[config.mk]
export PLATFORM = sky130hd
export DESIGN_NAME = led_dimming_config_bank
export DESIGN_NICKNAME = d
export VERILOG_FILES = /design/src/core/led_dim_pkg.sv /design/src/core/led_dimming_config_bank.sv
export SDC_FILE = /design/constraint.sdc
export NUM_CORES = 1
export LEC_CHECK = 0
export ABC_CLOCK_PERIOD_IN_PS = 12350
export BUFFER_PORTS_ARGS = -buffer_cell sky130_fd_sc_hd__buf_4
export CAP_MARGIN = 20
export CORE_UTILIZATION = 48
export DETAILED_ROUTE_END_ITERATION = 10
export HOLD_SLACK_MARGIN = 0.12
export PLACE_DENSITY = 0.73
export SLEW_MARGIN = 25
export SYNTH_ARGS = -nofsm -noshare
export SYNTH_HDL_FRONTEND = slang
export SYNTH_SLANG_ARGS = --single-unit
export TNS_END_PERCENT = 100
[constraint.sdc]
create_clock -name core_clk -period 12.35 [get_ports core_clk]
set_input_delay 2.47 -clock core_clk [delete_from_list [all_inputs] [get_ports core_clk]]
set_output_delay 2.47 -clock core_clk [all_outputs]
set_load 0.01 [all_outputs]
[src/core/led_dim_pkg.sv]
// Purpose: Constants and types for the LED dimming configuration bank.
// Assumes: Byte-wide registers on a plain strobe port, read data one cycle later.
// Notes: Percentages are in tenths of a percent, gains in thousandths.
`default_nettype none
package led_dim_pkg;

    localparam logic [7:0] SLOPE_OFF = 8'h65;
    localparam logic [7:0] MODE_OFF = 8'h66;
    localparam logic [7:0] TRIM12_OFF = 8'h67;
    localparam logic [7:0] TRIM34_OFF = 8'h68;
    localparam logic [7:0] CTRL_OFF = 8'h70;
    localparam logic [7:0] STAT_OFF = 8'h71;

    localparam int SLOPE_POS = 5;
    localparam int RES_POS = 3;
    localparam int DITH_POS = 0;
    localparam int SWPT_POS = 4;
    localparam int RSET_POS = 3;
    localparam int SPLIT_POS = 2;
    localparam int SRC_POS = 0;
    localparam int TRIM_HI_POS = 4;
    localparam int TRIM_LO_POS = 0;
    localparam int HYB_POS = 0;
    localparam int SCALE_POS = 4;

    localparam logic [7:0] SLOPE_RST = 8'h00;
    localparam logic [7:0] MODE_RST = 8'h00;
    localparam logic [7:0] TRIM_RST = 8'h77;
    localparam logic [7:0] CTRL_RST = 8'h00;

    localparam logic [10:0] GAIN_UNITY = 11'h3E8;
    localparam logic [3:0] SMALL_LIMIT = 4'h0;

    typedef enum logic [1:0] {
        SRC_PIN_DUTY = 2'h0,
        SRC_DUTY_X_REG = 2'h1,
        SRC_REG = 2'h2,
        SRC_DIRECT = 2'h3
    } src_type;

    typedef struct packed {
        logic hybrid_active;
        logic [10:0] slope_gain;
        logic [9:0] switch_point;
        logic pwm_clk_valid;
        logic [5:0] pwm_clk_mhz;
        logic [2:0] dither_bits;
        src_type brightness_source;
        logic set_resistor_enable;
        logic [7:0] full_scale_ma;
        logic small_sink_enable;
    } dim_cfg_type;

    typedef struct packed {
        logic signed [7:0] ch4_current_trim;
        logic signed [7:0] ch3_current_trim;
        logic signed [7:0] ch2_current_trim;
        logic signed [7:0] ch1_current_trim;
    } trim_type;

endpackage
`default_nettype wire

[src/core/led_dimming_config_bank.sv]
// Purpose: Dimming and current configuration bank driving PWM generator and sinks.
// Assumes: Measured duty, brightness level and current setting come from same-clock logic.
// Notes: Derived settings are registered, so they follow a write by two cycles, one after the stored register.
`timescale 1ns/1ps
`default_nettype none
module led_dimming_config_bank
(
    // Clock and reset.
    input wire logic core_clk,
    input wire logic sys_rst,
    // Register port.
    input wire logic [7:0] reg_addr,
    input wire logic [7:0] reg_wdata,
    input wire logic reg_wr,
    input wire logic reg_rd,
    output logic [7:0] reg_rdata,
    // Brightness inputs.
    input wire logic pwm_in_pin,
    input wire logic frame_sync_active,
    input wire logic [15:0] measured_duty,
    input wire logic [15:0] brightness_level,
    input wire logic [15:0] current_setting,
    // Settings to the PWM generator and sinks.
    output led_dim_pkg::dim_cfg_type dim_cfg,
    output led_dim_pkg::trim_type sink_trim,
    output logic [15:0] brightness_value,
    output logic pwm_direct,
    output logic small_sink_active
);

    logic [7:0] slope_r;
    logic [7:0] mode_r;
    logic [7:0] trim12_r;
    logic [7:0] trim34_r;
    logic [7:0] ctrl_r;
    logic [7:0] rdata_r;
    logic pin_meta_r;
    logic pin_sync_r;
    led_dim_pkg::dim_cfg_type cfg_r;
    led_dim_pkg::trim_type trim_out_r;
    logic [15:0] bright_r;
    logic direct_r;
    logic small_r;

    // Gains in thousandths keep the slope multiplier free of fraction bits.
    function automatic logic [10:0] slope_gain(input logic [2:0] code);
        case (code)
            3'h0: slope_gain = 11'h3E8;
            3'h1: slope_gain = 11'h3FF;
            3'h2: slope_gain = 11'h417;
            3'h3: slope_gain = 11'h42E;
            3'h4: slope_gain = 11'h446;
            3'h5: slope_gain = 11'h45D;
            3'h6: slope_gain = 11'h475;
            default: slope_gain = 11'h48C;
        endcase
    endfunction

    // Switch points in tenths of a percent of full brightness.
    function automatic logic [9:0] switch_point(input logic [2:0] code);
        case (code)
            3'h0: switch_point = 10'h1F4;
            3'h1: switch_point = 10'h196;
            3'h2: switch_point = 10'h139;
            3'h3: switch_point = 10'h0FA;
            3'h4: switch_point = 10'h0DB;
            3'h5: switch_point = 10'h0BC;
            3'h6: switch_point = 10'h09C;
            default: switch_point = 10'h07D;
        endcase
    endfunction

    // Full-scale sink current in milliamperes for each scale code.
    function automatic logic [7:0] scale_ma(input logic [2:0] code);
        case (code)
            3'h0: scale_ma = 8'h19;
            3'h1: scale_ma = 8'h1E;
            3'h2: scale_ma = 8'h32;
            3'h3: scale_ma = 8'h3C;
            3'h4: scale_ma = 8'h50;
            3'h5: scale_ma = 8'h64;
            3'h6: scale_ma = 8'h78;
            default: scale_ma = 8'h96;
        endcase
    endfunction

    // Used once per channel, so the four sinks share one table.
    function automatic logic signed [7:0] trim_pct(input logic [3:0] code);
        case (code)
            4'h0: trim_pct = 8'sh41;
            4'h1: trim_pct = 8'sh38;
            4'h2: trim_pct = 8'sh2F;
            4'h3: trim_pct = 8'sh25;
            4'h4: trim_pct = 8'sh1C;
            4'h5: trim_pct = 8'sh13;
            4'h6: trim_pct = 8'sh09;
            4'h7: trim_pct = 8'sh00;
            4'h8: trim_pct = -8'sh09;
            4'h9: trim_pct = -8'sh13;
            4'hA: trim_pct = -8'sh1C;
            4'hB: trim_pct = -8'sh25;
            4'hC: trim_pct = -8'sh2F;
            4'hD: trim_pct = -8'sh38;
            4'hE: trim_pct = -8'sh41;
            default: trim_pct = -8'sh4A;
        endcase
    endfunction

    // Address decode.
    wire logic hit_slope = (reg_addr == led_dim_pkg::SLOPE_OFF);
    wire logic hit_mode = (reg_addr == led_dim_pkg::MODE_OFF);
    wire logic hit_trim12 = (reg_addr == led_dim_pkg::TRIM12_OFF);
    wire logic hit_trim34 = (reg_addr == led_dim_pkg::TRIM34_OFF);
    wire logic hit_ctrl = (reg_addr == led_dim_pkg::CTRL_OFF);
    wire logic hit_stat = (reg_addr == led_dim_pkg::STAT_OFF);

    // Field extraction.
    wire logic [2:0] slope_code = slope_r[led_dim_pkg::SLOPE_POS +: 3];
    wire logic [1:0] res_code = slope_r[led_dim_pkg::RES_POS +: 2];
    wire logic [2:0] dith_code = slope_r[led_dim_pkg::DITH_POS +: 3];

    wire logic [2:0] swpt_code = mode_r[led_dim_pkg::SWPT_POS +: 3];
    wire logic rset_en = mode_r[led_dim_pkg::RSET_POS];
    wire logic split_en = mode_r[led_dim_pkg::SPLIT_POS];
    wire logic [1:0] src_code = mode_r[led_dim_pkg::SRC_POS +: 2];

    // Hybrid enable and current scale live in the control register.
    wire logic hyb_en = ctrl_r[led_dim_pkg::HYB_POS];
    wire logic [2:0] scale_code = ctrl_r[led_dim_pkg::SCALE_POS +: 3];

    // One trim code per sink, two to a register.
    wire logic [3:0] ch1_code = trim12_r[led_dim_pkg::TRIM_LO_POS +: 4];
    wire logic [3:0] ch2_code = trim12_r[led_dim_pkg::TRIM_HI_POS +: 4];
    wire logic [3:0] ch3_code = trim34_r[led_dim_pkg::TRIM_LO_POS +: 4];
    wire logic [3:0] ch4_code = trim34_r[led_dim_pkg::TRIM_HI_POS +: 4];

    // Without hybrid mode the gain stays unity and no switch point exists.
    wire logic [10:0] gain_eff = hyb_en ? slope_gain(slope_code) : led_dim_pkg::GAIN_UNITY;
    wire logic [9:0] swpt_eff = hyb_en ? switch_point(swpt_code) : 10'h000;

    // The PLL multiplier only matters while frame sync is not steering the clock.
    wire logic clk_valid = ~frame_sync_active;
    wire logic [5:0] clk_mhz = clk_valid ? (6'h05 << res_code) : 6'h00;

    // Any code with its top bit set asks for the deepest dither.
    wire logic [2:0] dith_eff = dith_code[2] ? 3'h4 : dith_code;

    // When the resistor sets full scale the scale field is not a valid figure.
    wire logic [7:0] fs_ma = rset_en ? 8'h00 : scale_ma(scale_code);

    // The top nibble is zero exactly when the setting is under one sixteenth of full scale.
    wire logic small_nxt = split_en & (current_setting[15:12] == led_dim_pkg::SMALL_LIMIT);

    // Only the upper half is kept, so two full-scale inputs give just under full scale.
    wire logic [31:0] product = measured_duty * brightness_level;
    wire logic [15:0] product_hi = product[31:16];
    wire led_dim_pkg::src_type src = led_dim_pkg::src_type'(src_code);
    logic [15:0] bright_nxt;
    always_comb
    begin
        case (src)
            led_dim_pkg::SRC_PIN_DUTY: bright_nxt = measured_duty;
            led_dim_pkg::SRC_DUTY_X_REG: bright_nxt = product_hi;
            led_dim_pkg::SRC_REG: bright_nxt = brightness_level;
            default: bright_nxt = 16'h0000;
        endcase
    end
    // Passthrough uses the synchronised pin, so the sinks see the pin three cycles late.
    wire logic direct_nxt = (src == led_dim_pkg::SRC_DIRECT) & pin_sync_r;

    led_dim_pkg::dim_cfg_type cfg_nxt;
    always_comb
    begin
        cfg_nxt.hybrid_active = hyb_en;
        cfg_nxt.slope_gain = gain_eff;
        cfg_nxt.switch_point = swpt_eff;
        cfg_nxt.pwm_clk_valid = clk_valid;
        cfg_nxt.pwm_clk_mhz = clk_mhz;
        cfg_nxt.dither_bits = dith_eff;
        cfg_nxt.brightness_source = src;
        cfg_nxt.set_resistor_enable = rset_en;
        cfg_nxt.full_scale_ma = fs_ma;
        cfg_nxt.small_sink_enable = split_en;
    end

    led_dim_pkg::trim_type trim_nxt;
    always_comb
    begin
        trim_nxt.ch1_current_trim = trim_pct(ch1_code);
        trim_nxt.ch2_current_trim = trim_pct(ch2_code);
        trim_nxt.ch3_current_trim = trim_pct(ch3_code);
        trim_nxt.ch4_current_trim = trim_pct(ch4_code);
    end

    // Read mux; unmapped addresses read zero.
    wire logic [7:0] stat_word = {small_r, direct_r, hyb_en, 2'h0, dith_eff};
    wire logic [7:0] rdata_nxt =
        hit_slope ? slope_r :
        hit_mode ? {1'b0, mode_r[6:0]} :
        hit_trim12 ? trim12_r :
        hit_trim34 ? trim34_r :
        hit_ctrl ? ctrl_r :
        hit_stat ? stat_word : 8'h00;

    // Write enables, one per stored register; other addresses are ignored.
    wire logic wr_slope = reg_wr & hit_slope;
    wire logic wr_mode = reg_wr & hit_mode;
    wire logic wr_trim12 = reg_wr & hit_trim12;
    wire logic wr_trim34 = reg_wr & hit_trim34;
    wire logic wr_ctrl = reg_wr & hit_ctrl;

    // The reserved mode bit is never stored, so a stray one cannot reach the decode.
    wire logic [7:0] slope_nxt = wr_slope ? reg_wdata : slope_r;
    wire logic [7:0] mode_nxt = wr_mode ? {1'h0, reg_wdata[6:0]} : mode_r;
    wire logic [7:0] trim12_nxt = wr_trim12 ? reg_wdata : trim12_r;
    wire logic [7:0] trim34_nxt = wr_trim34 ? reg_wdata : trim34_r;
    wire logic [7:0] ctrl_nxt = wr_ctrl ? {1'h0, reg_wdata[6:4], 3'h0, reg_wdata[0]} : ctrl_r;

    always_ff @(posedge core_clk or posedge sys_rst)
    begin
        if (sys_rst)
        begin
            slope_r <= led_dim_pkg::SLOPE_RST;
            mode_r <= led_dim_pkg::MODE_RST;
            trim12_r <= led_dim_pkg::TRIM_RST;
            trim34_r <= led_dim_pkg::TRIM_RST;
            ctrl_r <= led_dim_pkg::CTRL_RST;
        end
        else
        begin
            slope_r <= slope_nxt;
            mode_r <= mode_nxt;
            trim12_r <= trim12_nxt;
            trim34_r <= trim34_nxt;
            ctrl_r <= ctrl_nxt;
        end
    end

    // Read data stands for one cycle and then returns to zero, so stale data never looks like an answer.
    always_ff @(posedge core_clk or posedge sys_rst)
    begin
        if (sys_rst)
            rdata_r <= 8'h00;
        else if (reg_rd)
            rdata_r <= rdata_nxt;
        else
            rdata_r <= 8'h00;
    end

    // The pin is asynchronous to core_clk.
    always_ff @(posedge core_clk or posedge sys_rst)
    begin
        if (sys_rst)
        begin
            pin_meta_r <= 1'b0;
            pin_sync_r <= 1'b0;
        end
        else
        begin
            pin_meta_r <= pwm_in_pin;
            pin_sync_r <= pin_meta_r;
        end
    end

    // Settings change on writes, and the PWM clock fields also follow frame_sync_active, while brightness follows its inputs every cycle.
    always_ff @(posedge core_clk or posedge sys_rst)
    begin
        if (sys_rst)
        begin
            cfg_r <= '0;
            trim_out_r <= '0;
        end
        else
        begin
            cfg_r <= cfg_nxt;
            trim_out_r <= trim_nxt;
        end
    end

    always_ff @(posedge core_clk or posedge sys_rst)
    begin
        if (sys_rst)
        begin
            bright_r <= 16'h0000;
            direct_r <= 1'h0;
            small_r <= 1'h0;
        end
        else
        begin
            bright_r <= bright_nxt;
            direct_r <= direct_nxt;
            small_r <= small_nxt;
        end
    end

    assign reg_rdata = rdata_r;
    assign dim_cfg = cfg_r;
    assign sink_trim = trim_out_r;
    assign brightness_value = bright_r;
    assign pwm_direct = direct_r;
    assign small_sink_active = small_r;

endmodule // led_dimming_config_bank
`default_nettype wire

## Word level (Yosys, flattened, before mapping)

Memories as Yosys holds them, arrays and structs flattened. A register that Yosys moved wholly into a read port is not among the register bits.
Index checks and enable logic that the tools add are counted.

- Output and inout port bits: 102
- Word-level logic and storage cells: 83
- Memory bits (read-only): 512
- Latch bits: 0
- Register bits after elaboration: 107
- Memories: 4
- Input bits: 70
- RAM bits: 0

Memory list:

| name | depth | width | read ports | clocked after Yosys merged registers in | write ports | RTL line | RTL |
|---|---|---|---|---|---|---|---|
| (no name shown) | 16 | 8 | 1 | 1 | 0 | led_dimming_config_bank.sv:89 | `case (code)` |
| (no name shown) | 16 | 8 | 1 | 1 | 0 | led_dimming_config_bank.sv:89 |  |
| (no name shown) | 16 | 8 | 1 | 1 | 0 | led_dimming_config_bank.sv:89 |  |
| (no name shown) | 16 | 8 | 1 | 1 | 0 | led_dimming_config_bank.sv:89 |  |

- Muxes and demuxes: 16
- Div/mod/pow operators: 0
- Reduce and logical (&&, ||, !) cells: 5
- $mul: 1
- Shift-type cells: 1
- $lt $le $gt $ge: 0
- Add/sub/neg operators: 0
- Equal/unequal tests: 27
- Bitwise operators: 8

Operators with widths:

| cell | count |
|---|---|
| one-hot mux 11 bit (7 select lines) | 1 |
| 2-to-1 mux 8 bit | 8 |
| one-hot mux 9 bit (7 select lines) | 1 |
| one-hot mux 8 bit (7 select lines) | 1 |
| == test 8 x 7 -> 1 bit (second input constant) | 6 |
| one-hot mux 16 bit (3 select lines) | 1 |
| multiplier 16 x 16 -> 32 bit | 1 |
| == test 3 bit (second input constant) | 9 |
| == test 3 x 2 -> 1 bit (second input constant) | 6 |
| 2-to-1 mux 11 bit | 1 |
| 2-to-1 mux 10 bit | 1 |
| == test 3 x 1 -> 1 bit (second input constant) | 3 |
| logical NOT 3 bit | 3 |
| AND 1 bit | 7 |
| 2-to-1 mux 6 bit | 1 |
| << shifter 3 x 2 -> 6 bit (first input constant) | 1 |
| == test 2 bit (second input constant) | 2 |
| logical NOT 4 bit | 1 |
| 2-to-1 mux 3 bit | 1 |
| == test 2 x 1 -> 1 bit (second input constant) | 1 |
| logical NOT 2 bit | 1 |
| inverter 1 bit | 1 |

## Depth between registers and ports, before layout

- Word-level depth: 8
- Mapped depth: 21
- Gate-level depth less buffers: 19

## Worst setup path before layout

OpenSTA, ideal clock, no wires.

- Path type: input to register
- From: input port brightness_level[7]
- To: register bright_r[13], in the netlist brightness_value[13]
- Data arrival time: 7.723 ns
- Stages: 19
- Slack: 4.500 ns
- Path buffers: 2
- Setup time: 0.126 ns
- Required time: 12.224 ns
- Cells stage by stage: clkbuf_1 > clkbuf_1 > nand2_1 > fa_1 > fa_1 > inv_1 > fa_1 > fa_1 > fa_1 > inv_1 > fa_1 > inv_1 > ha_1 > a21oi_1 > o21ai_1 > a21o_1 > a21o_1 > a221o_1 > a311o_1

- Longest elaborated chain between the ends: 2

Ends and longest elaborated chain:

| element | RTL line | RTL |
|---|---|---|
| start, declared | led_dimming_config_bank.sv:21 | `input wire logic [15:0] brightness_level,` |
| multiplier 16 x 16 -> 32 bit | led_dimming_config_bank.sv:155 | `wire logic [31:0] product = measured_duty * brightness_level;` |
| one-hot mux 16 bit (3 select lines) | led_dimming_config_bank.sv:161 | `case (src)` |
| named net bright_nxt[13] | led_dimming_config_bank.sv:158 | `logic [15:0] bright_nxt;` |
| end signal, assigned | led_dimming_config_bank.sv:290 | `bright_r <= bright_nxt;` |
| end, declared | led_dimming_config_bank.sv:41 | `logic [15:0] bright_r;` |

The timed path passes the listed nets, and every way through them passes these cells.
A chain may end at the register's enable or synchronous reset.

## Worst setup path in the final report

- From: input port measured_duty[8]
- To: register bright_r[10], in the netlist brightness_value[10]

- Longest elaborated chain between the ends: 2

Ends and longest elaborated chain:

| element | RTL line | RTL |
|---|---|---|
| start, declared | led_dimming_config_bank.sv:20 | `input wire logic [15:0] measured_duty,` |
| multiplier 16 x 16 -> 32 bit | led_dimming_config_bank.sv:155 |  |
| one-hot mux 16 bit (3 select lines) | led_dimming_config_bank.sv:161 |  |
| named net bright_nxt[10] | led_dimming_config_bank.sv:158 |  |

The timed path passes the listed nets, and every way through them passes these cells.

==> results.cfg <==
[logic_synthesis]
syn-mean-instance-area_um2 = 9.58
synth.top_cell.area_share_pct = 26.3
syn-num-nets = 1924
async_flop_share_pct = 100
netlist_area_um2 = 14700
synth_cell_type_count = 78
yosysWarnings = 0
synth_ff_type = dfrtp_1
synth_seq_area_share_pct = 23.1
synthTopCellsByArea = fa_1 26%, dfrtp_1 21%, ha_1 11%, inv_1 6.5%, nand2_1 5.2%
synth_edf_count = 0
synthCells = 1532
synth_most_common_cell = inv_1
ys_ff_latch = 135
yosys.area.top_type = fa_1
synth_common_cells = 254 x inv_1, 205 x nand2_1, 193 x fa_1

[outcome]
status = finished clean

[timing]
fin_crit_ps = 7890
setup_slack_ps = 4460
hold_viol = 0
worst_pin_slew_ps = 1020
maxSlewViolCount = 0
relSlewSlack_pct = 31.7
setup_violations = 0
post-route-period-util_pct = 63.9
finalClockSkew_ps = 10.4
clock.fmax_ghz = 0.127
fin_tns_setup_ps = 0
rsz0062_at_grt = false

[clock_tree]
cts-root-buf = clkbuf_16
cts_tree = done
cts.sinks = 135
cts_hold_buf = 0
htreeDepth = 4
post_cts_buffers = 0
clockBufferDepth = 2
clkLatencyLatePin_ps = 420
cts_resized = 0
path_clk_slew_ps = 50
cts_buffers = 17

[routing]
antenna_left = 0
drt_first_pass_iters = 5
drt-initial-drc-count = 614
vias_per_cell = 5.49
wl_per_cell_um = 17.6
vias = 11200
totalWireLength_um = 35800
drc = 0

[die]
rows = 63
die_height_um = 177
num_io_pins = 172
dieArea_um2 = 31300
fp.dieW_um = 177
initial_core_util_pct = 49.1
design.core.area_um2 = 29900

[critical_path]
crit_required_ps = 12640
endpoint_kind = register
arrival_ps = 8180
cp_max_fo = 17
reg2reg_depth = 5
r2r_start = mode_r[1]$_DFFE_PP0P_
cp-start-kind = input port
rrSetupSlack_ps = 9710
r2r_end = brightness_value[13]$_DFF_PP0_
critical_path_class = in2reg

[layout]
drive_gt1_share_pct = 15.4
fill_cells = 2643
syn2layout_area_growth_pct = 13.2
nNetsFinal = 2029
diodes = 0
fin_cells = 2039

[pwr]
leakage_nw = 8.26
vdd_ir_drop_max_mv = 0.265
powerDensity_nw_per_um2 = 249

[global_route]
grt_max_degree = 82
track_usage_pct = 24.0
grt_overflow = 0
grt_pass1_wl_um = 58900
grt_pass1_vias = 11700
grt_antenna_before_repair = 0

[hold_path]
whs_path_depth = 0
min_from = pin_meta_r$_DFF_PP0_
hp-class = reg2reg
hold_path_end = pin_sync_r$_DFF_PP0_

[placement]
place_ws_ps = 4150
dp_hpwl_um = 27400
port-buffer-count = 158
routabilityCongestion = 0.869
placedCellCount = 2008

[job]
cap_violations = 0
-- power breakdown --
group	switching, mW	internal, mW
combinational	1.97	1.19
sequential	0.0296	0.480
clock	0.170	0.296
-- worst max-delay path by stage --
stage,from,endpoint,depth (start not counted)
after floorplan,brightness_level[7],brightness_value[13]$_DFF_PP0_,19
after global placement,measured_duty[8],brightness_value[5]$_DFF_PP0_,19
after detailed placement,measured_duty[9],brightness_value[10]$_DFF_PP0_,19
after CTS,measured_duty[9],brightness_value[10]$_DFF_PP0_,19
after global routing,measured_duty[8],brightness_value[5]$_DFF_PP0_,19
final,measured_duty[8],brightness_value[10]$_DFF_PP0_,19
-- logic make-up (layout without fill, tap and decap cells) --
group | Yosys count | after routing | synth area share, %
adder cells (fa/ha/maj) | 322 | 322 | 37.3
buffers and inverters | 329 | 446 | 8.60
multiplexers | 60 | 60 | 4.66
XOR/XNOR | 16 | 16 | 0.955
flip-flops | 135 | 135 | 23.1
AND/OR/NAND/NOR | 459 | 459 | 15.5
AO/OA/AOI/OAI | 210 | 210 | 9.78
other | 1 | 1 | 0.0256
-- through the flow --
step	hold slack, ps	total power, mW	instance area (um^2)	util, %
6_report	352	4.14	16600	55.6
3_5_place_dp	339	3.65	16100	53.8
3_3_place_gp	338	3.62	16100	53.8
4_1_cts	353	4.14	16600	55.6
2_1_floorplan	331	2.92	14700	-
5_1_grt	373	4.60	16600	55.6
-- layer usage --
metal / global-route usage, % / part of all wire, %
met2: 40.0 / 49
met1: 32.5 / 44
met4: 7.79 / 2.2
met5: 0 / 0
met3: 3.03 / 4.7
-- cell usage in the layout (no fill, tap or decap), types with 5 or more instances in the layout --
cell type | Yosys | final
xnor2_1 | 12 | 12
nand4_1 | 11 | 11
o211ai_1 | 13 | 13
dfstp_2 | 12 | 12
a21boi_0 | 7 | 7
ha_1 | 129 | 129
clkbuf_1 | 59 | 7
nand3_1 | 9 | 9
o21a_1 | 12 | 12
dfrtp_1 | 123 | 123
a21o_1 | 8 | 8
a21oi_1 | 32 | 32
nor2b_1 | 13 | 13
and2_1 | 118 | 118
o31ai_1 | 5 | 5
a22oi_1 | 12 | 12
mux2i_1 | 21 | 21
fa_1 | 193 | 193
a31oi_1 | 5 | 5
nand2_1 | 205 | 205
o22ai_1 | 8 | 8
nor3_1 | 18 | 18
clkbuf_16 | 0 | 17
mux2_2 | 36 | 36
buf_4 | 4 | 159
inv_1 | 254 | 253
o21ai_0 | 58 | 58
nor2_1 | 48 | 48
nand2b_1 | 7 | 7
-- area by class of cell --
cell class / instances / area [um^2] / area share (%)
clock buffer: 28 / 507 / 3.05
sequential: 135 / 3390 / 20.4
clock inverter: 3 / 40.0 / 0.241
multi-input combinational: 1068 / 10000 / 60.3
tap: 390 / 488 / 2.94
timing repair buffer: 160 / 1200 / 7.25
inverter: 255 / 962 / 5.79
-- registers in the layout, summed over array words and instances, names as in the netlist --
name	flops
trim34_r	8
reg_rdata	8
slope_r	8
brightness_value	16
dim_cfg	40
trim12_r	8
pin_meta_r	1
small_sink_active	1
pin_sync_r	1
mode_r	7
ctrl_r	4
pwm_direct	1
sink_trim	32
-- critical path, stage by stage --
cell and delay (ps):
buf_4 210, and2_1 210, fa_1 530, inv_1 50, fa_1 460, fa_1 510, inv_1 60, fa_1 470
fa_1 520, inv_1 50, fa_1 470, inv_1 40, ha_1 310, a21oi_1 310, o211ai_1 140, a311oi_1 570
o21ai_1 290, o21a_1 230, o32ai_1 260
No activity file was read; power rests on OpenSTA's default activity.
